<file path="config.mk">
export PLATFORM = sky130hd
export DESIGN_NAME = coi_control
export DESIGN_NICKNAME = d
export VERILOG_FILES = /design/src/verilog/coi_pkg.sv /design/src/verilog/coi_control.sv
export SDC_FILE = /design/constraint.sdc
export NUM_CORES = 1
export LEC_CHECK = 0
export BUFFER_PORTS_ARGS = -buffer_cell sky130_fd_sc_hd__buf_2
export CORE_MARGIN = 4
export CORE_UTILIZATION = 58
export CTS_CLUSTER_DIAMETER = 80
export CTS_CLUSTER_SIZE = 25
export DETAILED_ROUTE_END_ITERATION = 8
export PLACE_DENSITY = 0.8
export SETUP_SLACK_MARGIN = 0.05
export SYNTH_ARGS = -nofsm -noshare
export SYNTH_HDL_FRONTEND = slang
export SYNTH_SLANG_ARGS = --single-unit
</file>
<file path="constraint.sdc">
create_clock -name ref_clk -period 3.8 [get_ports ref_clk]
set_input_delay 0.76 -clock ref_clk [delete_from_list [all_inputs] [get_ports ref_clk]]
set_output_delay 0.76 -clock ref_clk [all_outputs]
set_load 0.1 [all_outputs]
</file>
<file path="src/verilog/coi_pkg.sv">
/*
 package for the cabinet output interlock block: timing constants,
 reset values, option and status carriers.
 assumes a 100 MHz ref_clk.
*/
package coi_pkg;
   localparam int unsigned CLK_HZ        = 100_000_000;
   // times in their own units, counts derived from them
   localparam int unsigned SEC_PER_MIN   = 60;
   localparam int unsigned SILENCE_MIN   = 15;
   localparam int unsigned SILENCE_SEC   = SILENCE_MIN * SEC_PER_MIN;
   localparam int unsigned HOLD_ENTER_S  = 3;
   localparam int unsigned HOLD_ENTER_CYC = HOLD_ENTER_S * CLK_HZ;
   localparam int unsigned UV_LIMIT_HR   = 5000;
   localparam int unsigned SEC_PER_HR    = 3600;
   localparam int unsigned PW_LEN        = 3;
   // decon defaults in minutes / seconds
   localparam int unsigned DECON_TOTAL_MIN = 180;
   localparam int unsigned DECON_RUN_SEC   = 60;
   localparam int unsigned DECON_START0_MIN = 60;
   localparam int unsigned DECON_START1_MIN = 90;
   localparam int unsigned DECON_START2_MIN = 120;
   localparam int unsigned DECON_START3_MIN = 150;
   localparam int unsigned DECON_SLOTS   = 4;
   // fast blink divider: a quarter second
   localparam int unsigned BLINK_FAST_CYC = CLK_HZ / 4;
   localparam int unsigned BLINK_SLOW_CYC = CLK_HZ;

   // key codes for the password sequence
   typedef enum logic [1:0] {KEY_BLOWER, KEY_HIDDEN, KEY_OTHER} coi_key_e;
   localparam logic [5:0] PW_DEFAULT = {2'h0, 2'h1, 2'h0}; // blower, hidden, blower

   typedef struct packed {
      logic sync_fan;
      logic sync_light;
      logic sync_dc15;
      logic sync_acc;
      logic sync_outlet;
      logic airflow_off;
      logic uv_any_height;
      logic warmup_alarm;
      logic silence_en;
      logic night_hold_en;
      logic auto_restart;
      logic password_en;
   } coi_opt_s;

   typedef struct packed {
      logic fan_relay;
      logic light;
      logic dc15;
      logic acc_outlet;
      logic outlet;
      logic uv_lamp;
      logic alarm_relay;
      logic audible;
      logic visual;
   } coi_out_s;

   typedef struct packed {
      logic blower_green;
      logic light_blue;
      logic uv_yellow;
      logic msg_night_hold;
      logic msg_replace_uv;
      logic msg_power_reset;
   } coi_ind_s;
endpackage : coi_pkg

</file>
<file path="src/verilog/coi_control.sv">
/*
 cabinet output interlock and sequencing logic: output gating against the
 blower state, uv interlock, alarms, night hold, restart, password, decon
 sequencer and hour meters.
 assumes key, window and airflow pins are asynchronous single levels;
 keys are debounced outside; a retained blower-run flag survives power loss.
*/
// Overview of operation
// - fan relay follows blower key; with sync, only while blower actively runs
// - light from its key; with sync, on only while blower runs
// - 15 V output always on; with sync, only while blower runs
// - accessory outlet always on; with sync, only while blower runs
// - outlet power from its key; with sync, also needs blower running
// - airflow-off option kills all airflow display and alarm functions
// - uv allowed only with window closed, unless any-height option set
// - warm-up alarms suppressed unless option; audible silenceable, visual held
// - silence key mutes audible alarm 15 minutes; no mute if option off
// - night hold: window closed while running gives low speed, message, blink
// - night hold forces light off and locked, blue blinks if light was on at entry, uv still allowed
// - blower restarts after power loss if auto restart, else waits for key
// - password option needs three-key sequence, default blower-hidden-blower, changeable
// - blower hours count all active running including night hold
// - decon runs total time, starting blower at four slots for run time
// - default decon starts at 1:00, 1:30, 2:00 and 2:30
// - decon refused unless sealed, gas connected and blower stopped confirmed
// - decon shows elapsed, next start and finish; silence key aborts
// - alarm relay on while any airflow alarm condition exists
// - uv off when window raised without any-height option, or user timer expires
// - uv hours counted; at 5000 hours fast blink and replace message
// - enter held 3 s opens menu to view and clear uv hours
// - sync outputs stay off while blower is pending
`timescale 1ns/1ns
module coi_control #(
   parameter int unsigned HOLD_CYC  = coi_pkg::HOLD_ENTER_CYC,
   parameter int unsigned SEC_CYC   = coi_pkg::CLK_HZ,
   parameter int unsigned BLINK_CYC = coi_pkg::BLINK_FAST_CYC
) (
   // clock and reset
   input  wire logic             ref_clk,
   input  wire logic             rst_n,
   // options
   input  wire coi_pkg::coi_opt_s opt,
   input  wire logic [5:0]       pw_new,
   input  wire logic             pw_load,
   // keys and sensors (asynchronous)
   input  wire logic             blower_key,
   input  wire logic             hidden_key,
   input  wire logic             light_key,
   input  wire logic             outlet_key,
   input  wire logic             uv_key,
   input  wire logic             silence_key,
   input  wire logic             enter_key,
   input  wire logic             window_closed,
   input  wire logic             airflow_fault,
   input  wire logic             warmup_done,
   input  wire logic             blower_was_on,
   // uv user timer and menu
   input  wire logic [15:0]      uv_timer_sec,
   input  wire logic             uv_clear_confirm,
   // decon checklist
   input  wire logic             decon_start,
   input  wire logic             ok_sealed,
   input  wire logic             ok_gas,
   input  wire logic             ok_stopped,
   // outputs
   output coi_pkg::coi_out_s     out_q,
   output coi_pkg::coi_ind_s     ind_q,
   output logic                  blower_run_q,
   output logic                  blower_low_q,
   output logic                  access_q,
   output logic                  menu_q,
   output logic                  decon_q,
   output logic [15:0]           decon_elapsed_q,
   output logic [15:0]           decon_next_q,
   output logic [15:0]           decon_left_q,
   output logic [31:0]           blower_sec_q,
   output logic [31:0]           uv_sec_q
);
   // refuse counters too short to make a tick or a hold at elaboration
   if (HOLD_CYC < 2 || SEC_CYC < 2 || BLINK_CYC < 2) begin : g_bad_counts
      $error("coi_control: counts too small");
   end

   // two-flop synchronisers for all key and sensor pins
   localparam int NIN = 11;
   logic [NIN-1:0] s1_q, s2_q, p_q;
   always_ff @(posedge ref_clk) begin
      s1_q <= {blower_key, hidden_key, light_key, outlet_key, uv_key, silence_key,
               enter_key, window_closed, airflow_fault, warmup_done, blower_was_on};
      s2_q <= s1_q;
      p_q  <= s2_q;
   end
   wire [NIN-1:0] rise = s2_q & ~p_q;
   wire k_blow = rise[10], k_hid = rise[9], k_light = rise[8], k_out = rise[7];
   wire k_uv = rise[6], k_sil = rise[5], enter_lv = s2_q[4], win = s2_q[3];
   wire af = s2_q[2], warm_ok = s2_q[1], was_on = s2_q[0];

   // one-second tick
   logic [31:0] tick_cnt_q;
   logic        tick;
   always_ff @(posedge ref_clk) begin
      if (!rst_n || tick_cnt_q == SEC_CYC - 1) tick_cnt_q <= 32'h0;
      else tick_cnt_q <= tick_cnt_q + 32'h1;
   end
   assign tick = (tick_cnt_q == SEC_CYC - 1);

   // blink
   logic [31:0] blink_cnt_q;
   logic        blink_q;
   always_ff @(posedge ref_clk) begin
      if (!rst_n) begin
         blink_cnt_q <= 32'h0;
         blink_q     <= 1'b0;
      end else if (blink_cnt_q == BLINK_CYC - 1) begin
         blink_cnt_q <= 32'h0;
         blink_q     <= ~blink_q;
      end else blink_cnt_q <= blink_cnt_q + 32'h1;
   end

   // blower state: pending until warm-up done, then active
   typedef enum logic [1:0] {B_OFF, B_PEND, B_RUN} coi_blow_e;
   coi_blow_e blow_q;
   logic      restart_seen_q;
   logic      decon_blow;
   wire       running = (blow_q == B_RUN);
   always_ff @(posedge ref_clk) begin
      if (!rst_n) begin
         blow_q         <= B_OFF;
         restart_seen_q <= 1'b0;
      end else begin
         restart_seen_q <= 1'b1;
         unique case (blow_q)
            B_OFF:  if (k_blow || decon_blow || (!restart_seen_q && was_on && opt.auto_restart))
                       blow_q <= B_PEND;
            B_PEND: if (k_blow && !decon_q) blow_q <= B_OFF;
                    else if (warm_ok) blow_q <= B_RUN;
            B_RUN:  if ((k_blow && !decon_q) || (decon_q && !decon_blow)) blow_q <= B_OFF;
         endcase
      end
   end

   // night hold
   wire night = opt.night_hold_en && running && win;

   // key toggles
   logic light_sel_q, outlet_sel_q, light_lost_q;
   always_ff @(posedge ref_clk) begin
      if (!rst_n) begin
         light_sel_q  <= 1'b0;
         outlet_sel_q <= 1'b0;
         light_lost_q <= 1'b0;
      end else begin
         if (night) begin
            if (light_sel_q) light_lost_q <= 1'b1;
            light_sel_q <= 1'b0;
         end else begin
            if (k_light) light_sel_q <= ~light_sel_q;
            if (!(opt.night_hold_en && running && win)) light_lost_q <= 1'b0;
         end
         if (k_out) outlet_sel_q <= ~outlet_sel_q;
      end
   end

   // uv lamp with window interlock and user timer
   logic        uv_on_q;
   logic [15:0] uv_tmr_q;
   wire uv_ok = win || opt.uv_any_height;
   always_ff @(posedge ref_clk) begin
      if (!rst_n) begin
         uv_on_q  <= 1'b0;
         uv_tmr_q <= 16'h0;
      end else if (!uv_ok) uv_on_q <= 1'b0;
      else if (k_uv) begin
         uv_on_q  <= ~uv_on_q;
         uv_tmr_q <= uv_timer_sec;
      end else if (uv_on_q && tick && uv_tmr_q != 16'h0) begin
         uv_tmr_q <= uv_tmr_q - 16'h1;
         if (uv_tmr_q == 16'h1) uv_on_q <= 1'b0;
      end
   end

   // alarms
   logic [15:0] sil_q;
   wire warm_alarm = (blow_q == B_PEND) && opt.warmup_alarm;
   wire af_alarm   = !opt.airflow_off && ((running && af) || warm_alarm);
   always_ff @(posedge ref_clk) begin
      if (!rst_n || !af_alarm) sil_q <= 16'h0;
      else if (k_sil && opt.silence_en && !decon_q)
         sil_q <= 16'(coi_pkg::SILENCE_SEC);
      else if (tick && sil_q != 16'h0) sil_q <= sil_q - 16'h1;
   end

   // password: shift register of last three blower or hidden keys
   logic [5:0] pw_q, hist_q;
   always_ff @(posedge ref_clk) begin
      if (!rst_n) begin
         pw_q     <= coi_pkg::PW_DEFAULT;
         hist_q   <= 6'h3f;
         access_q <= 1'b0;
      end else begin
         if (pw_load) pw_q <= pw_new;
         if (k_blow || k_hid) hist_q <= {hist_q[3:0], k_hid ? 2'h1 : 2'h0};
         access_q <= !opt.password_en || access_q || (hist_q == pw_q);
      end
   end

   // hour meters and enter-hold menu
   logic [31:0] hold_q;
   always_ff @(posedge ref_clk) begin
      if (!rst_n) begin
         hold_q <= 32'h0;
         menu_q <= 1'b0;
      end else begin
         hold_q <= enter_lv ? ((hold_q == HOLD_CYC) ? hold_q : hold_q + 32'h1) : 32'h0;
         if (hold_q == HOLD_CYC - 1) menu_q <= 1'b1;
         else if (k_sil) menu_q <= 1'b0;
      end
   end
   always_ff @(posedge ref_clk) begin
      if (!rst_n) begin
         blower_sec_q <= 32'h0;
         uv_sec_q     <= 32'h0;
      end else begin
         if (tick && running) blower_sec_q <= blower_sec_q + 32'h1;
         if (menu_q && uv_clear_confirm) uv_sec_q <= 32'h0;
         else if (tick && uv_on_q) uv_sec_q <= uv_sec_q + 32'h1;
      end
   end
   wire uv_worn = uv_sec_q >= 32'(coi_pkg::UV_LIMIT_HR * coi_pkg::SEC_PER_HR);

   // decon sequencer, times in seconds
   function automatic logic [15:0] slot_sec(input logic [1:0] i);
      unique case (i)
         2'h0: slot_sec = 16'(coi_pkg::DECON_START0_MIN * coi_pkg::SEC_PER_MIN);
         2'h1: slot_sec = 16'(coi_pkg::DECON_START1_MIN * coi_pkg::SEC_PER_MIN);
         2'h2: slot_sec = 16'(coi_pkg::DECON_START2_MIN * coi_pkg::SEC_PER_MIN);
         default: slot_sec = 16'(coi_pkg::DECON_START3_MIN * coi_pkg::SEC_PER_MIN);
      endcase
   endfunction : slot_sec
   localparam logic [15:0] TOTAL_S = 16'(coi_pkg::DECON_TOTAL_MIN * coi_pkg::SEC_PER_MIN);
   localparam logic [15:0] RUN_S   = 16'(coi_pkg::DECON_RUN_SEC);
   logic [1:0] slot_q;
   logic       slots_done_q;
   always_ff @(posedge ref_clk) begin
      if (!rst_n) begin
         decon_q <= 1'b0;
         decon_elapsed_q <= 16'h0;
         slot_q <= 2'h0;
         slots_done_q <= 1'b0;
      end else if (!decon_q) begin
         decon_elapsed_q <= 16'h0;
         slot_q <= 2'h0;
         slots_done_q <= 1'b0;
         if (decon_start && ok_sealed && ok_gas && ok_stopped && blow_q == B_OFF)
            decon_q <= 1'b1;
      end else if (k_sil || decon_elapsed_q >= TOTAL_S) decon_q <= 1'b0;
      else if (tick) begin
         decon_elapsed_q <= decon_elapsed_q + 16'h1;
         if (!slots_done_q && decon_elapsed_q + 16'h1 == slot_sec(slot_q) + RUN_S) begin
            if (slot_q == 2'(coi_pkg::DECON_SLOTS - 1)) slots_done_q <= 1'b1;
            else slot_q <= slot_q + 2'h1;
         end
      end
   end
   assign decon_blow = decon_q && !slots_done_q && decon_elapsed_q >= slot_sec(slot_q)
                       && decon_elapsed_q < slot_sec(slot_q) + RUN_S;
   always_ff @(posedge ref_clk) begin
      if (!rst_n) begin
         decon_next_q <= 16'h0;
         decon_left_q <= 16'h0;
      end else begin
         if (slots_done_q || !decon_q) decon_next_q <= 16'h0;
         else if (decon_elapsed_q < slot_sec(slot_q))
            decon_next_q <= slot_sec(slot_q) - decon_elapsed_q;
         // a slot whose run has begun counts as started: show the following one
         else if (slot_q != 2'(coi_pkg::DECON_SLOTS - 1))
            decon_next_q <= slot_sec(slot_q + 2'h1) - decon_elapsed_q;
         else decon_next_q <= 16'h0;
         decon_left_q <= decon_q ? TOTAL_S - decon_elapsed_q : 16'h0;
      end
   end

   // output gating, recomputed every cycle; sync gates exclude pending, blower_run_q includes it
   always_ff @(posedge ref_clk) begin
      if (!rst_n) begin
         out_q <= '0;
         ind_q <= '0;
         blower_run_q <= 1'b0;
         blower_low_q <= 1'b0;
      end else begin
         out_q.fan_relay  <= (blow_q != B_OFF) && (!opt.sync_fan || running);
         out_q.light      <= light_sel_q && !night && (!opt.sync_light || running);
         out_q.dc15       <= !opt.sync_dc15 || running;
         out_q.acc_outlet <= !opt.sync_acc || running;
         out_q.outlet     <= outlet_sel_q && (!opt.sync_outlet || running);
         out_q.uv_lamp    <= uv_on_q && uv_ok;
         out_q.alarm_relay <= af_alarm;
         out_q.audible    <= af_alarm && sil_q == 16'h0;
         out_q.visual     <= af_alarm;
         ind_q.blower_green <= running ? (night ? blink_q : 1'b1)
                                       : (blow_q == B_PEND) && blink_q;
         ind_q.light_blue <= night ? (light_lost_q && blink_q) : light_sel_q;
         ind_q.uv_yellow  <= uv_worn ? blink_q : uv_on_q;
         ind_q.msg_night_hold <= night;
         ind_q.msg_replace_uv <= uv_worn;
         ind_q.msg_power_reset <= !restart_seen_q ? 1'b1
                                  : (ind_q.msg_power_reset && !(|rise[10:4]));
         blower_run_q <= blow_q != B_OFF;
         blower_low_q <= night;
      end
   end
endmodule : coi_control

</file>
==> results of run 1 <==
-- per-layer routing --
metal / wire length, um / vias to the layer above / part of all wire, %
met1: 16600 / 6045 / 45
met2: 16700 / 476 / 45
met4: 731 / 2 / 2.0
met5: 13 / - / 0.035
met3: 2800 / 53 / 7.6
li1: - / 6258 / -
-- state kept, by name (all words and copies together), names as in the netlist, 32 cells and up --
signal / count
blink_cnt_q: 32
blower_sec_q: 32
hold_q: 32
tick_cnt_q: 32
uv_sec_q: 32
-- power breakdown --
| part | switching (mW) | internal (mW) | total, mW | leakage (nW) |
|---|---|---|---|---|
| combinational | 0.385 | 0.153 | 0.538 | 3.68 |
| sequential | 0.0480 | 3.32 | 3.36 | 2.52 |
| clock | 1.08 | 0.908 | 1.99 | 0.243 |
-- layout make-up --
type / count / area share, %
Antenna cell: 3 / 0.0458
Clock buffer: 17 / 2.59
Clock inverter: 6 / 0.526
Inverter: 70 / 1.60
Multi-Input combinational cell: 1277 / 48.5
Sequential cell: 310 / 37.8
Tap cell: 324 / 2.47
Timing Repair Buffer: 201 / 6.39
-- critical path: stages, from the launching register on --
cell and delay [ps]:
dfxtp_1 540, inv_1 240, ha_1 500, inv_1 190, ha_1 360, a21oi_1 150
o22ai_1 110, a221oi_2 420, o311a_1 270, a21oi_1 90, o31a_1 290, a211oi_1 210
-- logic make-up (layout without fill, tap and decap cells) --
family / Yosys count / after routing / synth area share [%]
AND/OR/NAND/NOR: 769 / 769 / 26.5
multiplexers: 21 / 21 / 1.45
XOR/XNOR: 192 / 192 / 11.5
buffers and inverters: 135 / 294 / 3.57
adder cells (fa/ha/maj): 50 / 50 / 4.26
other: 0 / 3 / 0
AO/OA/AOI/OAI: 245 / 245 / 10.4
flip-flops: 310 / 310 / 42.3
-- worst min-delay path by stage --
| stage | cells after the start | slack (ps) | end |
|---|---|---|---|
| finish | 0 | 330 | s2_q[5]$_DFF_P_ |
| global route | 1 | 320 | s1_q[1]$_DFF_P_ |
| CTS | 1 | 330 | s1_q[1]$_DFF_P_ |
| detailed placement | 0 | 310 | s2_q[5]$_DFF_P_ |
| global placement | 0 | 310 | s2_q[3]$_DFF_P_ |
| floorplan | 0 | 310 | s2_q[0]$_DFF_P_ |
-- per-stage QoR --
| step | cells | hold slack, ps | util, % | area (sq um) | worst slack [ps] |
|---|---|---|---|---|---|
| floorplan | 1722 | 310 | - | 14700 | 261 |
| global placement | 2182 | 311 | 64.5 | 15900 | 334 |
| detailed placement | 2182 | 312 | 64.5 | 15900 | 111 |
| CTS | 2205 | 327 | 66.6 | 16400 | 82.1 |
| global route | 2206 | 325 | 66.6 | 16400 | 25.6 |
| finish | 2208 | 333 | 66.7 | 16400 | 339 |
-- cell usage in the layout, fill, tap and decap left out, types with 27 or more instances in the layout --
| cell type | Yosys | routed |
|---|---|---|
| inv_1 | 67 | 66 |
| xor2_1 | 98 | 98 |
| nor4_1 | 28 | 27 |
| or3_1 | 41 | 41 |
| o21ai_0 | 59 | 58 |
| nor3_1 | 47 | 47 |
| ha_1 | 50 | 50 |
| buf_2 | 2 | 184 |
| nor2_1 | 258 | 258 |
| nand2_1 | 133 | 132 |
| a21oi_1 | 79 | 79 |
| and3_1 | 37 | 37 |
| nand3_1 | 74 | 74 |
| xnor2_1 | 94 | 94 |
| dfxtp_1 | 310 | 310 |
| nand4_1 | 46 | 46 |
==> key figures, run 1 <==
Logic synthesis
  • Post-Syn Nets: 1825
  • Fraction of registers with async set/reset: 0%
  • Largest area contributor in the netlist: dfxtp_1
  • Top-count cell post-synth: dfxtp_1
  • Post-synthesis cell count: between 1500 and 2000
  • Ys Warns: 0
  • Mean Syn Cell Area: about 8.5 sq um
  • Synthesized area: between 10000 and 15000 sq um
  • Register bit total from synthesis: between 300 and 400
  • Most area-consuming cells after synthesis: dfxtp_1 42%, nor2_1 6.6%, xor2_1 5.9%
  • Main synth FF type: dfxtp_1
  • Post-synthesis cell type count: 74
  • Post-synth top cells: 310 x dfxtp_1, 258 x nor2_1, 133 x nand2_1
  • Seq/Total Area, Yosys: about 42%
  • Top-area cell type share of the netlist area: 42.3%
  • Number of synthesized flops with an enable pin: 0

Global routing
  • Met1 Usage GRT: between 30% and 40%
  • First-pass GRT wire length: just over 60000 um
  • Met2 Use GR: approximately 42%
  • Number of global-route vias before repair: between 10000 and 15000
  • Gr usage total: around a quarter
  • Initial antenna violation count: 2
  • Busiest grt layer: met2
  • GRT Residual Overflow: 0
  • Largest net degree at the start of global routing: 37
  • Met3 usage: under 10%

Drt
  • DR DRC count: 0
  • Drt wl/cell: about 17 um
  • Total Wirelength: approximately 37000 um
  • Via-to-Cell Ratio: about 5.8
  • DRT iter0 DRCs: ~1100
  • Number of routed nets with antenna violations: 0
  • DR pass1 iterations: 6
  • Total number of vias: 12800

Floorplanning
  • Die H: 167 um
  • Core Rows: 57
  • Initial Utilization: just under 60%
  • Core area: roughly 25000 sq um
  • Die W: about 170 um
  • I/O pin cnt: about 190
  • Die area: 27900 sq um

Setup path
  • Worst path required time: ~4200 ps
  • CP Capture Point: blow_q[0]$_SDFFE_PN0P_
  • Critical Path Sink Type: register
  • WP data arrival: about 3900 ps
  • Reg-to-reg startpoint: slot_q[0]$_SDFFE_PN0P_
  • Worst-path fanout max: 9
  • Flop2flop setup slack: between 300 and 400 ps
  • Reg2reg end: blow_q[0]$_SDFFE_PN0P_
  • Critical Path Source Type: register
  • WS Path Type: reg -> reg
  • R2R cell count: 11
  • CP startpoint: slot_q[0]$_SDFFE_PN0P_

Timing
  • RSZ-0062 raised after global routing: yes
  • Relative slew slack: 25.6%
  • Final hold violations: 0
  • Worst slew pin tran: between 1000 and 1500 ps
  • Endpoints failing setup: 0
  • Tcrit/Tclk final: between 90% and 100%
  • Period minus WS final: ~3500 ps
  • Fmax: between 0.2 and 0.3 GHz
  • Skew final: between 15 and 20 ps
  • Setup TNS: 0 ps
  • Max Slew Vio Count: 0

Min path
  • Hold WC Path Type: reg -> reg
  • Worst hold start: s1_q[5]$_DFF_P_

Layout
  • Share of cells above drive strength 1: 13.9%
  • Final net count: between 1500 and 2000
  • Footprint of the multi-input gates: between 7000 and 8000 sq um
  • Area grow syn2layout: 11.8%
  • Fillers: between 2000 and 2500
  • Register area: 6210 sq um

Clocking
  • Later-pin clock latency in the skew report: around 500 ps
  • Root Driver: clkbuf_16
  • CTS tree: built
  • Gates resized, CTS repair: 0
  • Hold Buf Count CTS: 0
  • CTS H-tree depth: 1
  • Clock Pin Slew Worst Setup and Hold Paths: around 100 ps
  • Sink Count: just over 300
  • Maximum buffer depth of the clock tree: 3
  • Setup Fix Bufs, Post-CTS: 0
  • TritonCTS Buffers: 17

Placed design
  • Dpl hpwl: 27300 um
  • Routability Congestion: 0.932
  • Port buffer count: approximately 180

Status
  • Outcome: complete, no violations

Power and ir drop
  • Total power: between 5 and 6 mW
  • Power Density: between 300 and 400 nW/um^2
  • Peak supply drop: between 0.0003 and 0.0004 V
  • Leakage: between 6 and 7 nW

Flow run
  • Max Cap Viol: 0
Note: power is estimated with default switching activity, not from simulation.
==> inputs of run 2 (changes only) <==
Settings changed: CORE_UTILIZATION 58 to 25, PLACE_DENSITY 0.8 to 0.38.
==> key figures, run 2 (synthesis gave the netlist of run 1 again) <==
Status
  • Outcome: complete, no violations

Power and ir drop
  • Leakage: between 6 and 7 nW
  • Int Pwr: between 5 and 6 mW
  • Clk network pwr share: between 40% and 50%
  • Combinational power share: 7.8%
  • Part of the power in registers: 47.9%
  • Power Density: 400 nW/um^2
  • Peak supply drop: between 0.0003 and 0.0004 V
  • Net load switching power: approximately 2.0 mW
  • Switch share: between 20 and 30%

Timing
  • Skew final: between 20 and 25 ps
  • RSZ-0062 raised after global routing: no
  • Max Slew Vio Count: 0
  • Fmax: 0.293 GHz
  • Hold Slack: between 200 and 300 ps
  • Final hold violations: 0
  • Tcrit/Tclk final: 89.8%
  • Period minus WS final: between 3000 and 4000 ps
  • Endpoints failing setup: 0
  • Worst slew pin tran: between 1000 and 1500 ps
  • Relative slew slack: between 30% and 40%
  • Setup TNS: 0 ps

Min path
  • Hold WC Path Type: in -> reg

Drt
  • DR DRC count: 0
  • Total number of vias: 12600
  • Total Wirelength: ~45000 um
  • DRT iter0 DRCs: around 660
  • Via-to-Cell Ratio: 4.67
  • DR pass1 iterations: 5
  • Drt wl/cell: between 15 and 20 um
  • Number of routed nets with antenna violations: 0

Floorplanning
  • Initial Utilization: approximately 25%
  • Die H: 250 um
  • I/O pin cnt: 185
  • Core area: roughly 58000 sq um
  • Core Rows: slightly below 90
  • Die area: 62600 sq um
  • Die W: 250 um

Clocking
  • CTS tree: built
  • Maximum buffer depth of the clock tree: 3
  • TritonCTS Buffers: 28
  • Hold Buf Count CTS: 0
  • Clock Pin Slew Worst Setup and Hold Paths: approximately 80 ps
  • Later-pin clock latency in the skew report: just under 600 ps
  • Sink Count: 310
  • CTS H-tree depth: 1
  • Setup Fix Bufs, Post-CTS: 0
  • Root Driver: clkbuf_16

Global routing
  • First-pass GRT wire length: ~71000 um
  • Gr usage total: about 14%
  • Number of global-route vias before repair: between 10000 and 15000
  • Initial antenna violation count: 2
  • GRT Residual Overflow: 0
  • Largest net degree at the start of global routing: 59

Layout
  • Share of cells above drive strength 1: ~16%
  • Final Cell Area: between 15000 and 20000 sq um
  • Area grow syn2layout: 19.7%
  • Commonest cells after routing, fill and taps aside: 310 x dfxtp_1, 258 x nor2_1, 184 x buf_2
  • Final net count: around 2000
  • Most common library cell in the layout ignoring fill and taps: dfxtp_1

Setup path
  • Max incr delay on CP: approximately 470 ps
  • Crit path buffers/inverters: 3
  • CP Cell Sequence: inv_2 -> ha_2 -> inv_1 -> ha_1 -> a21oi_1 -> o22ai_1 -> a221oi_1 -> buf_4 -> o311a_1 -> a21oi_1 -> nor3_1 -> mux2i_1
  • Critical Path Sink Type: register
  • Most used cell, CP: a21oi_1
  • Slowest CP cell: dfxtp_1
  • WS Path Type: reg -> reg
  • Critical Path Source Type: register
  • Worst path required time: 4310 ps
  • Worst-path fanout max: 8
  • Top Family by Delay on Critical Path: compound AO/OA/AOI/OAI gates
  • WP data arrival: between 3000 and 4000 ps

Placed design
  • DP Area: roughly 17000 sq um
  • Dpl hpwl: ~33000 um
  • Port buffer count: 184
  • Routability Congestion: approximately 0.83

Flow run
  • Max Cap Viol: 0
-- run 2: changes by cell type in the layout (fill, tap and decap cells not counted), moves of 2 or more --
| cell | before | now |
|---|---|---|
| buf_4 | 17 | 33 |
| clkbuf_16 | 17 | 29 |
| clkinv_4 | 0 | 2 |
| clkinv_8 | 1 | 5 |
| diode_2 | 3 | 1 |
| inv_6 | 1 | 5 |
| inv_8 | 0 | 7 |
-- run 2: worst reg2reg max path, stage by stage (launching register included) --
cell and delay [ps]:
dfxtp_1 470, inv_2 150, ha_2 450, inv_1 200
ha_1 390, a21oi_1 150, o22ai_1 80, a221oi_1 360
buf_4 200, o311a_1 260, a21oi_1 110, nor3_1 310
mux2i_1 200
-- run 2: path summary, 6_finish.rpt --
path         slack (ps)                      to              startpoint  cells past startpoint
max                 390  blow_q[1]$_SDFFE_PN0P_  slot_q[0]$_SDFFE_PN0P_                     12
min                 280         s1_q[9]$_DFF_P_              hidden_key                      1
max reg2reg         390  blow_q[1]$_SDFFE_PN0P_  slot_q[0]$_SDFFE_PN0P_                     12
min reg2reg         330         s2_q[3]$_DFF_P_         s1_q[3]$_DFF_P_                      0
-- run 2: power by group through the flow --
stage | Clock (mW) | Combinational (mW) | Sequential, mW
after global routing | 3.40 | 0.601 | 3.38
final | 3.12 | 0.547 | 3.36
after floorplan | 0 | 0.269 | 3.55
after CTS | 3.28 | 0.556 | 3.37
after global placement | 0 | 0.555 | 3.44
after detailed placement | 0 | 0.554 | 3.44
-- run 2: per-stage QoR --
stage / util (%) / worst slack, ps / power (mW) / cells
finish: 30.3 / 389 / 7.03 / 2692
global route: 30.3 / 137 / 7.38 / 2691
CTS: 30.3 / 232 / 7.21 / 2691
detailed placement: 28.6 / 248 / 4.00 / 2639
global placement: 28.6 / 363 / 4.00 / 2639
floorplan: - / 261 / 3.82 / 1722
-- run 2: cell type report --
class | instances | area [sq um]
antenna | 1 | 2.50
tap | 765 | 957
clock buffer | 30 | 739
clock inverter | 22 | 267
timing repair buffer | 217 | 1170
inverter | 70 | 263
fill | 6248 | 40400
sequential | 310 | 6210
multi-input combinational | 1277 | 7960
-- run 2: routing by layer --
metal	vias to the layer above	GRT usage (%)	share of wire, %
met5	-	0	0
met4	0	3.20	2.0
met3	45	2.70	5.0
met2	227	21.3	43
met1	5928	19.9	50
li1	6367	-	-
-- run 2: repair_timing --
action / 4_1_cts / 5_1_grt
gates resized for setup: 0 / 2
hold endpoints to repair: 0 / 0
endpoints found under the setup margin: 0 / 9
